--- config.mk ---
export PLATFORM = sky130hd
export DESIGN_NAME = printer_status_panel_control
export DESIGN_NICKNAME = d
export VERILOG_FILES = /design/src/common/panel_pkg.sv /design/src/logic/printer_status_panel_control.sv
export SDC_FILE = /design/constraint.sdc
export NUM_CORES = 1
export LEC_CHECK = 0
export BUFFER_PORTS_ARGS = -buffer_cell sky130_fd_sc_hd__buf_4
export CAP_MARGIN = 20
export CELL_PAD_IN_SITES_DETAIL_PLACEMENT = 1
export CELL_PAD_IN_SITES_GLOBAL_PLACEMENT = 1
export CORE_ASPECT_RATIO = 1.75
export CORE_MARGIN = 1.5
export CORE_UTILIZATION = 47
export CTS_BUF_LIST = sky130_fd_sc_hd__clkbuf_2
export CTS_CLUSTER_SIZE = 10
export DETAILED_ROUTE_END_ITERATION = 7
export PLACE_DENSITY_LB_ADDON = 0.1
export SLEW_MARGIN = 40
export SYNTH_ARGS = -nofsm -noshare
export SYNTH_HDL_FRONTEND = slang
export SYNTH_SLANG_ARGS = --single-unit
export TNS_END_PERCENT = 1
--- constraint.sdc ---
create_clock -name hclk -period 4.16 [get_ports hclk]
set_input_delay 0.416 -clock hclk [delete_from_list [all_inputs] [get_ports hclk]]
set_output_delay 0.416 -clock hclk [all_outputs]
set_load 0.03 [all_outputs]
--- src/common/panel_pkg.sv ---
// Shared constants, types and state layout of the printer status panel
package panel_pkg;

  // ***************************************************************
  // Timing
  // ***************************************************************
  localparam int unsigned CLK_HZ = 125_000_000;
  localparam int unsigned CYC_PER_MS = CLK_HZ / 1000;
  localparam int unsigned QUICK_HALF_MS = 125;
  localparam int unsigned SLOW_HALF_MS = 500;
  localparam int unsigned LOCK_S = 1;
  localparam int unsigned HOLD_MS = 500;
  localparam int unsigned REPEAT_MS = 100;
  localparam int unsigned QUICK_HALF_CYCLES = QUICK_HALF_MS * CYC_PER_MS;
  localparam int unsigned SLOW_HALF_CYCLES = SLOW_HALF_MS * CYC_PER_MS;
  localparam int unsigned LOCK_CYCLES = LOCK_S * CLK_HZ;
  localparam int unsigned HOLD_CYCLES = HOLD_MS * CYC_PER_MS;
  localparam int unsigned REPEAT_CYCLES = REPEAT_MS * CYC_PER_MS;
  localparam int unsigned CNT_W = 27;
  typedef logic [CNT_W-1:0] count_type;

  // ***************************************************************
  // Thresholds and decode tables
  // ***************************************************************
  localparam logic [7:0] HOT_C = 8'h41;
  localparam logic [7:0] COOL_C = 8'h3C;
  localparam logic [14:0] BAUD_BASE = 15'h0096;
  typedef enum logic [1:0] {
    DENS_LIGHT = 2'h0, DENS_STANDARD = 2'h1, DENS_DARK = 2'h2, DENS_DARKER = 2'h3
  } density_type;
  typedef enum logic [3:0] {
    CUT_IDLE = 4'h1, CUT_RUN = 4'h2, CUT_LOCK = 4'h4, CUT_INIT = 4'h8
  } cut_state_type;

  // ***************************************************************
  // Switch positions
  // ***************************************************************
  localparam int unsigned SW1_CUTTER = 0;
  localparam int unsigned SW1_COVER_OFF = 1;
  localparam int unsigned SW1_CR_LF = 2;
  localparam int unsigned SW1_COL44 = 4;
  localparam int unsigned SW1_CHARSET = 5;
  localparam int unsigned SW1_DENSITY = 8;
  localparam int unsigned SW2_BITS7 = 0;
  localparam int unsigned SW2_PARITY = 1;
  localparam int unsigned SW2_EVEN = 2;
  localparam int unsigned SW2_XON = 3;
  localparam int unsigned SW2_BAUD = 4;

  // ***************************************************************
  // Register map and fields
  // ***************************************************************
  localparam logic [7:0] CTRL_OFF = 8'h00;
  localparam logic [7:0] STATUS_OFF = 8'h04;
  localparam logic [7:0] SETTINGS_OFF = 8'h08;
  localparam int unsigned CTRL_CUT = 0;
  localparam int unsigned CTRL_MACRO = 1;
  localparam int unsigned SET_BAUD = 16;
  localparam logic [31:0] RDATA_RESET = 32'h0000_0000;

  // ***************************************************************
  // Complete state of the controller
  // ***************************************************************
  typedef struct packed {
    cut_state_type cut;
    count_type lock_cnt;
    logic pos_last;
    logic left_home;
    count_type quick_cnt;
    logic quick_ph;
    count_type slow_cnt;
    logic slow_ph;
    count_type hold_cnt;
    logic key_last;
    logic feeding;
    logic repeating;
    logic key_ignore;
    logic started;
    logic overheat;
    logic macro_wait;
    logic paper_last;
    logic power_lamp;
    logic error_lamp;
    logic print_enable;
    logic line_feed;
    logic load_start;
    logic macro_start;
    logic self_print;
    logic [1:0] density;
    logic [2:0] charset;
    logic col44;
    logic cutter_en;
    logic cover_check;
    logic cr_lf;
    logic bits7;
    logic parity_on;
    logic parity_even;
    logic xon_xoff;
    logic [2:0] baud_idx;
    logic wr_pend;
    logic [7:0] wr_addr;
    logic [31:0] rdata;
  } state_type;

  localparam state_type STATE_RESET = '{cut: CUT_IDLE, default: '0};

endpackage

--- src/logic/printer_status_panel_control.sv ---
// Status lamps, feed key, cutter supervision and switch decode of the printer
`timescale 1ns/1ps
module printer_status_panel_control #(
  parameter int unsigned QUICK_HALF_CYCLES = panel_pkg::QUICK_HALF_CYCLES,
  parameter int unsigned SLOW_HALF_CYCLES = panel_pkg::SLOW_HALF_CYCLES,
  parameter int unsigned LOCK_CYCLES = panel_pkg::LOCK_CYCLES,
  parameter int unsigned HOLD_CYCLES = panel_pkg::HOLD_CYCLES,
  parameter int unsigned REPEAT_CYCLES = panel_pkg::REPEAT_CYCLES
) (
  input wire logic hclk,
  input wire logic hresetn,
  input wire logic hsel,
  input wire logic [31:0] haddr,
  input wire logic [1:0] htrans,
  input wire logic hwrite,
  input wire logic [2:0] hsize,
  input wire logic [31:0] hwdata,
  input wire logic hready,
  output logic hreadyout,
  output logic [31:0] hrdata,
  output logic hresp,
  input wire logic mem_check_fail,
  input wire logic cover_open,
  input wire logic [7:0] head_temp,
  input wire logic paper_near_end,
  input wire logic paper_out,
  input wire logic cutter_pos,
  input wire logic cutter_home,
  input wire logic feed_key,
  input wire logic serial_fitted,
  input wire logic [9:0] main_config_switch_bank,
  input wire logic [7:0] serial_config_switch_bank,
  output logic power_lamp,
  output logic error_lamp,
  output logic print_enable,
  output logic line_feed,
  output logic load_start,
  output logic cutter_motor,
  output logic cutter_lock,
  output logic macro_start,
  output logic self_print,
  output logic [1:0] density,
  output logic [2:0] charset,
  output logic col44,
  output logic cutter_enabled,
  output logic cover_check,
  output logic cr_lf,
  output logic serial_bits7,
  output logic parity_on,
  output logic parity_even,
  output logic xon_xoff,
  output logic [14:0] baud_rate
);

  // ***************************************************************
  // Derived counts
  // ***************************************************************
  localparam panel_pkg::count_type QUICK_LAST =
    panel_pkg::count_type'(QUICK_HALF_CYCLES - 1);
  localparam panel_pkg::count_type SLOW_LAST =
    panel_pkg::count_type'(SLOW_HALF_CYCLES - 1);
  localparam panel_pkg::count_type LOCK_LAST =
    panel_pkg::count_type'(LOCK_CYCLES - 1);
  localparam panel_pkg::count_type HOLD_LAST =
    panel_pkg::count_type'(HOLD_CYCLES - 1);
  localparam panel_pkg::count_type REPEAT_LAST =
    panel_pkg::count_type'(REPEAT_CYCLES - 1);

  // Only the word index is compared; upper address bits alias the map
  function automatic logic hits(input logic [7:0] addr,
                                input logic [7:0] off);
    hits = (addr[7:2] == off[7:2]);
  endfunction

  panel_pkg::state_type s_q;
  panel_pkg::state_type s_d;
  logic accept;
  logic press;
  logic release_key;
  logic cover_block;
  logic feed_allowed;
  logic cut_req;
  logic macro_arm;
  logic [31:0] status_word;
  logic [31:0] settings_word;

  // ***************************************************************
  // Bus answers
  // ***************************************************************
  // Zero wait states: every transfer completes in its first data cycle
  assign hreadyout = 1'b1;
  assign hresp = 1'b0;
  assign hrdata = s_q.rdata;

  // ***************************************************************
  // Outputs straight from state
  // ***************************************************************
  assign power_lamp = s_q.power_lamp;
  assign error_lamp = s_q.error_lamp;
  assign print_enable = s_q.print_enable;
  assign line_feed = s_q.line_feed;
  assign load_start = s_q.load_start;
  assign macro_start = s_q.macro_start;
  assign self_print = s_q.self_print;
  assign cutter_motor = (s_q.cut == panel_pkg::CUT_RUN) ||
                        (s_q.cut == panel_pkg::CUT_INIT);
  assign cutter_lock = (s_q.cut == panel_pkg::CUT_LOCK);
  assign density = s_q.density;
  assign charset = s_q.charset;
  assign col44 = s_q.col44;
  assign cutter_enabled = s_q.cutter_en;
  assign cover_check = s_q.cover_check;
  assign cr_lf = s_q.cr_lf;
  assign serial_bits7 = s_q.bits7;
  assign parity_on = s_q.parity_on;
  assign parity_even = s_q.parity_even;
  assign xon_xoff = s_q.xon_xoff;
  assign baud_rate = panel_pkg::BAUD_BASE << s_q.baud_idx;

  // ***************************************************************
  // Readback words
  // ***************************************************************
  assign status_word = {20'h0_0000, s_q.print_enable, s_q.error_lamp,
                        s_q.power_lamp, s_q.macro_wait, s_q.cut,
                        paper_out, paper_near_end, s_q.overheat,
                        cover_open};
  assign settings_word = {13'h0000, s_q.baud_idx, 3'h0, s_q.xon_xoff,
                          s_q.parity_even, s_q.parity_on, s_q.bits7,
                          s_q.cr_lf, s_q.cover_check, s_q.cutter_en,
                          s_q.col44, s_q.charset, s_q.density};

  // ***************************************************************
  // Next state
  // ***************************************************************
  always_comb begin
    s_d = s_q;
    s_d.line_feed = 1'b0;
    s_d.load_start = 1'b0;
    s_d.macro_start = 1'b0;
    s_d.self_print = 1'b0;
    accept = hsel && htrans[1] && hready;
    press = feed_key && !s_q.key_last;
    release_key = !feed_key && s_q.key_last;
    cover_block = cover_open && s_q.cover_check;
    feed_allowed = !cover_block && !mem_check_fail &&
                   (s_q.cut != panel_pkg::CUT_LOCK);
    cut_req = s_q.wr_pend && hits(s_q.wr_addr, panel_pkg::CTRL_OFF) &&
              hwdata[panel_pkg::CTRL_CUT];
    macro_arm = s_q.wr_pend && hits(s_q.wr_addr, panel_pkg::CTRL_OFF) &&
                hwdata[panel_pkg::CTRL_MACRO];

    // Bus slave: capture address phase, read data ready in data phase
    s_d.wr_pend = accept && hwrite;
    s_d.wr_addr = haddr[7:0];
    if (accept && !hwrite) begin
      if (hits(haddr[7:0], panel_pkg::CTRL_OFF)) begin
        s_d.rdata = {30'h0000_0000, s_q.macro_wait, 1'b0};
      end else if (hits(haddr[7:0], panel_pkg::STATUS_OFF)) begin
        s_d.rdata = status_word;
      end else if (hits(haddr[7:0], panel_pkg::SETTINGS_OFF)) begin
        s_d.rdata = settings_word;
      end else begin
        s_d.rdata = panel_pkg::RDATA_RESET;
      end
    end

    // Switch decode, sampled continuously
    s_d.cutter_en = main_config_switch_bank[panel_pkg::SW1_CUTTER];
    s_d.cover_check = !main_config_switch_bank[panel_pkg::SW1_COVER_OFF];
    s_d.cr_lf = main_config_switch_bank[panel_pkg::SW1_CR_LF];
    s_d.col44 = main_config_switch_bank[panel_pkg::SW1_COL44];
    s_d.charset = main_config_switch_bank[panel_pkg::SW1_CHARSET +: 3];
    s_d.density = main_config_switch_bank[panel_pkg::SW1_DENSITY +: 2];
    if (serial_fitted) begin
      s_d.bits7 = serial_config_switch_bank[panel_pkg::SW2_BITS7];
      s_d.parity_on = serial_config_switch_bank[panel_pkg::SW2_PARITY];
      s_d.parity_even = serial_config_switch_bank[panel_pkg::SW2_EVEN];
      s_d.xon_xoff = serial_config_switch_bank[panel_pkg::SW2_XON];
      s_d.baud_idx = serial_config_switch_bank[panel_pkg::SW2_BAUD +: 3];
    end else begin
      // Without the serial port the bank is dead; show neutral values
      s_d.bits7 = 1'b0;
      s_d.parity_on = 1'b0;
      s_d.parity_even = 1'b0;
      s_d.xon_xoff = 1'b0;
      s_d.baud_idx = 3'h0;
    end

    // Blink dividers
    // Both start together at reset, so the lock pattern built from
    // their phases keeps a fixed shape instead of drifting
    if (s_q.quick_cnt == QUICK_LAST) begin
      s_d.quick_cnt = '0;
      s_d.quick_ph = !s_q.quick_ph;
    end else begin
      s_d.quick_cnt = s_q.quick_cnt + 1'b1;
    end
    if (s_q.slow_cnt == SLOW_LAST) begin
      s_d.slow_cnt = '0;
      s_d.slow_ph = !s_q.slow_ph;
    end else begin
      s_d.slow_cnt = s_q.slow_cnt + 1'b1;
    end

    // Head temperature with hysteresis, no operator action needed
    // Between the thresholds the last decision holds, so a head hovering
    // near the limit does not chatter the print gate
    if (head_temp >= panel_pkg::HOT_C) begin
      s_d.overheat = 1'b1;
    end else if (head_temp <= panel_pkg::COOL_C) begin
      s_d.overheat = 1'b0;
    end

    // Paper entering the path starts loading
    s_d.paper_last = paper_out;
    if (s_q.started && s_q.paper_last && !paper_out) begin
      s_d.load_start = 1'b1;
    end

    // Cutter supervision
    // A moving blade toggles the position sensor; one level held for the
    // whole lock span means the motor is stalled
    // Leaving init needs only home: after a jam the blade may sit anywhere,
    // and waiting for it to leave home first could hang the recovery
    s_d.pos_last = cutter_pos;
    case (s_q.cut)
      panel_pkg::CUT_IDLE: begin
        s_d.lock_cnt = '0;
        s_d.left_home = 1'b0;
        if (cut_req && s_q.cutter_en) begin
          s_d.cut = panel_pkg::CUT_RUN;
        end
      end
      panel_pkg::CUT_RUN,
      panel_pkg::CUT_INIT: begin
        if (cutter_pos != s_q.pos_last) begin
          s_d.lock_cnt = '0;
        end else begin
          s_d.lock_cnt = s_q.lock_cnt + 1'b1;
        end
        if (!cutter_home) begin
          s_d.left_home = 1'b1;
        end
        if (s_q.lock_cnt == LOCK_LAST) begin
          s_d.cut = panel_pkg::CUT_LOCK;
        end else if (cutter_home &&
                     (s_q.left_home || s_q.cut == panel_pkg::CUT_INIT)) begin
          s_d.cut = panel_pkg::CUT_IDLE;
        end
      end
      panel_pkg::CUT_LOCK: begin
        s_d.lock_cnt = '0;
        s_d.left_home = 1'b0;
      end
      default: begin
        s_d.cut = panel_pkg::CUT_IDLE;
      end
    endcase

    // Feed key: power-on check, then lock recovery, macro, or feeding
    // A press used for recovery or a macro is ignored until release,
    // so the same press can never feed paper as well
    s_d.key_last = feed_key;
    if (!s_q.started) begin
      s_d.started = 1'b1;
      s_d.key_last = feed_key;
      if (feed_key) begin
        s_d.self_print = 1'b1;
        s_d.key_ignore = 1'b1;
      end
    end else if (press && !s_q.key_ignore) begin
      if (s_q.cut == panel_pkg::CUT_LOCK) begin
        s_d.cut = panel_pkg::CUT_INIT;
        s_d.key_ignore = 1'b1;
      end else if (s_q.macro_wait) begin
        s_d.macro_start = 1'b1;
        s_d.macro_wait = 1'b0;
        s_d.key_ignore = 1'b1;
      end else if (feed_allowed) begin
        s_d.line_feed = 1'b1;
        s_d.feeding = 1'b1;
        s_d.repeating = 1'b0;
        s_d.hold_cnt = '0;
      end
    end else if (release_key) begin
      s_d.feeding = 1'b0;
      s_d.repeating = 1'b0;
      s_d.key_ignore = 1'b0;
    end else if (s_q.feeding && feed_allowed) begin
      // Held key: first repeat after the hold time, then at repeat rate
      if (!s_q.repeating && s_q.hold_cnt == HOLD_LAST) begin
        s_d.line_feed = 1'b1;
        s_d.repeating = 1'b1;
        s_d.hold_cnt = '0;
      end else if (s_q.repeating && s_q.hold_cnt == REPEAT_LAST) begin
        s_d.line_feed = 1'b1;
        s_d.hold_cnt = '0;
      end else begin
        s_d.hold_cnt = s_q.hold_cnt + 1'b1;
      end
    end

    // Arming by software after any key clear, so a same-cycle arm survives
    if (macro_arm) begin
      s_d.macro_wait = 1'b1;
    end

    // Printing gate; a cut in progress also holds the head
    s_d.print_enable = !mem_check_fail && !cover_block &&
                       !s_q.overheat && !paper_out &&
                       (s_q.cut == panel_pkg::CUT_IDLE);

    // Lamps in fixed priority, memory failure first
    s_d.power_lamp = mem_check_fail ? s_q.quick_ph : 1'b1;
    if (mem_check_fail) begin
      s_d.error_lamp = 1'b1;
    end else if (s_q.cut == panel_pkg::CUT_LOCK) begin
      s_d.error_lamp = s_q.quick_ph && s_q.slow_ph;
    end else if (paper_out) begin
      s_d.error_lamp = s_q.quick_ph;
    end else if (cover_open || s_q.overheat) begin
      s_d.error_lamp = 1'b1;
    end else if (paper_near_end) begin
      s_d.error_lamp = 1'b1;
    end else if (s_q.macro_wait) begin
      s_d.error_lamp = s_q.slow_ph;
    end else begin
      s_d.error_lamp = 1'b0;
    end
  end

  // ***************************************************************
  // State register
  // ***************************************************************
  always_ff @(posedge hclk or negedge hresetn) begin
    if (!hresetn) begin
      s_q <= panel_pkg::STATE_RESET;
    end else begin
      s_q <= s_d;
    end
  end

endmodule // printer_status_panel_control

==> run summary <==
====================================================================================
Rows ..................................................................           65
Non-filler cells in the finished layout ...............................        1,242
Vias in the first global route ........................................        7,580
Leading cell types by total area after synthesis ...................... dfrtp_1, nand2_1, xor2_1
Detail Placement HPWL .................................................    15,500 µm
Setup clock skew after layout .........................................    0.0453 ns
Library cell used as clock root buffer ................................     clkbuf_2
Total internal power ..................................................      2010 µW
Die boundary height ...................................................       181 µm
Violation count after the first detailed-routing iteration ............          244
Final global-route overflow total .....................................            0
Pin count of the biggest net entering global routing ..................           96
Count leader, synth ...................................................      dfrtp_1
Power per Cell Area ...................................................   293 mW/mm²
Port Buffers ..........................................................           97
Final setup violation count ...........................................            0
Dominant combinational cell family by area after synthesis ............ simple AND/OR/NAND/NOR gates
Antenna violations before repair ......................................            1
P_sw ..................................................................       903 µW
# DRC .................................................................            0
Post-synthesis to final-layout area growth ............................        16.6%
Main flop type after synthesis ........................................      dfrtp_1
Area enclosed by the die boundary .....................................   0.0190 mm²
Synth async-reset ratio ...............................................         1.00
Worst Path Max Fanout .................................................           21
Fin nets ..............................................................        1,110
# Max-Cap Violations ..................................................            0
Final std cell area, no fill ..........................................  0.00994 mm²
Clock share of power ..................................................        0.291
Clock latency on the worst-skew pair ..................................      0.82 ns
Critical path data arrival time .......................................      3.83 ns
Count of cell types in the netlist ....................................           65
Proportion of layout cells with a drive suffix above 1 ................        0.155
Adder-cell share of the synthesized area ..............................       0.0117
Most instantiated cells after synthesis ............................... dfrtp_1, nand2_1, nor2_1, o21ai_0, nand3_1
Total length of routed wires ..........................................    22,900 µm
Overall Global Routing Usage ..........................................        0.248
Area share of the largest cell type after synthesis ...................        0.496
Total placed instance area ............................................  0.00927 mm²
Synth warn ............................................................            0
Critical Path RT ......................................................      4.89 ns
Die extent in x .......................................................       105 µm
Routability-driven placement congestion ratio .........................        0.814
Kind of start point of the critical path ..............................     register
TritonCTS buffer count ................................................           17
Parity-gate share of the synthesized area counting xor and xnor cells .       0.0699
Gate count after technology mapping ...................................          880
Setup TNS .............................................................         0 ns
Static power due to leakage ...........................................   0.00452 µW
Sequential area share after synthesis .................................        0.499
Post-synthesis register bit count .....................................          170
Category of the most critical setup path ..............................      reg2reg
Number of iterations in the first detailed-routing pass ...............            4
Deepest level of the CTS H-tree .......................................            4
Post-Syn Area per Cell ................................................     9.69 µm²
Via/cell ratio ........................................................         5.69
Highest attainable clock frequency ....................................    0.323 GHz
Outcome ............................................................... finished, final reports clean
Normalized max-slew margin ............................................        0.509
Min cycle time layout .................................................      3.10 ns
Simple-gate portion of the synthesized area ...........................        0.260
Boundary Pins .........................................................          179
Sequential share of power .............................................        0.598
Worst hold slack after final layout ...................................     0.160 ns
Cells resized by post-CTS repair ......................................            0
Number of enable flip-flop cells after synthesis ......................            0
Global-route wire length before repair ................................    37,600 µm
Clock Pin Slew Worst Setup and Hold Paths .............................      0.30 ns
Fraction of power spent switching nets ................................        0.310
Max VDD drop ..........................................................   0.000281 V
Deepest clock path buffer count .......................................            2
Routed vias ...........................................................        7,069
Post-synthesis instance area ..........................................  0.00852 mm²
Antenna-violating nets left ...........................................            0
Area of the core region ...............................................   0.0179 mm²
RSZ-0062 raised after global routing ..................................        false
Slew Limit Fails ......................................................            0
Actual transition at the worst max-transition pin .....................     0.730 ns
Number of clock sinks seen by CTS .....................................          170
CTS tree ..............................................................          yes
Proportion of synthesized area in mux cells ...........................      0.00484
Endpoint type of the worst setup path .................................     register
Wirelength per Cell ...................................................      18.4 µm
Compound-Gate Fraction of Synth Area ..................................       0.0928
Logic pwr share .......................................................        0.111
Starting Density ......................................................        0.476
Cell taking the most area after synthesis .............................      dfrtp_1
Placed insts ..........................................................        1,165
Worst min-delay path category .........................................       in2reg
Final Hold Vio Count ..................................................            0
Tcrit/Tclk final ......................................................        0.745
====================================================================================
[registers in the layout, summed over array words and instances (netlist names), 2 cells and up]
signal / flops
density: 2
s_q: 134
charset: 3
hrdata: 16
[final cells by class]
cell class / instances / area, µm²
fillers: 2051 / 7950
flip-flops and latches: 170 / 4260
multi-input cells: 638 / 3840
repair buffers: 151 / 1260
well taps: 234 / 293
clock inverters: 15 / 136
clock buffers: 17 / 85.1
inverters: 16 / 60.1
diodes: 1 / 2.50
[layout by cell type (no fill, tap or decap), drive strengths merged, types with 32 or more instances in the layout]
| master | instances |
|---|---|
| nand4 | 35 |
| dfrtp | 169 |
| buf | 107 |
| nor2 | 78 |
| o21ai | 52 |
| xor2 | 36 |
| nand2 | 88 |
| xnor2 | 32 |
| nand3 | 49 |
| dlygate4sd3 | 44 |
[logic make-up (layout without fill, tap and decap cells)]
logic type | after synthesis | after routing
adders and majority gates | 8 | 8
other | 2 | 21
DFF | 170 | 170
and+or+nand+nor | 415 | 415
buffers and inverters | 90 | 199
muxes | 4 | 4
xor gates and xnor gates | 68 | 68
AOI/OAI and AO/OA | 123 | 123
[path summary, 6_finish.rpt]
| path | startpoint | to | slack (ns) | cells after the start |
|---|---|---|---|---|
| max | s_q[185] | s_q[72] | 1.06 | 6 |
| min | hready | hrdata[16] | 0.16 | 5 |
| max reg2reg | s_q[185] | s_q[72] | 1.06 | 6 |
| min reg2reg | s_q[125] | s_q[125] | 0.50 | 1 |
| max in group asynchronous | hresetn | s_q[170] | 3.04 | 3 |
| min in group asynchronous | hresetn | s_q[75] | 0.18 | 2 |
[metrics by stage]
step,worst slack (ns),power [µW],utilization
final,1.06,2910,0.556
after CTS,1.08,2940,0.555
after global routing,0.897,3030,0.556
after detailed placement,1.09,2050,0.518
after global placement,1.27,2040,0.517
after floorplan,1.95,1930,-
[critical path, stage by stage (launching register included)]
cell and delay, ns:
dfrtp_1 0.61, nor4b_2 0.51, buf_4 0.25, or3b_1 0.47, or2_1 0.63, nor3_1 0.21, mux2_2 0.31
[routing by layer]
metal	GRT usage	wire length, µm
met1	0.268	8680
met5	0	0
met2	0.464	12900
met3	0.0494	599
met4	0.0997	676
[what timing repair did]
item,CTS,global route
hold endpoints to repair,137,0
hold buffers,44,0
setup buffers,0,0
[power groups by stage]
| stage | registers (µW) | logic, µW | clock network (µW) |
|---|---|---|---|
| 2_1_floorplan | 1760 | 165 | 0 |
| 3_3_place_gp | 1760 | 279 | 0 |
| 3_5_place_dp | 1770 | 289 | 0 |
| 4_1_cts | 1740 | 323 | 877 |
| 5_1_grt | 1750 | 352 | 934 |
| 6_report | 1740 | 324 | 846 |
(Power assumes the default switching activity.)
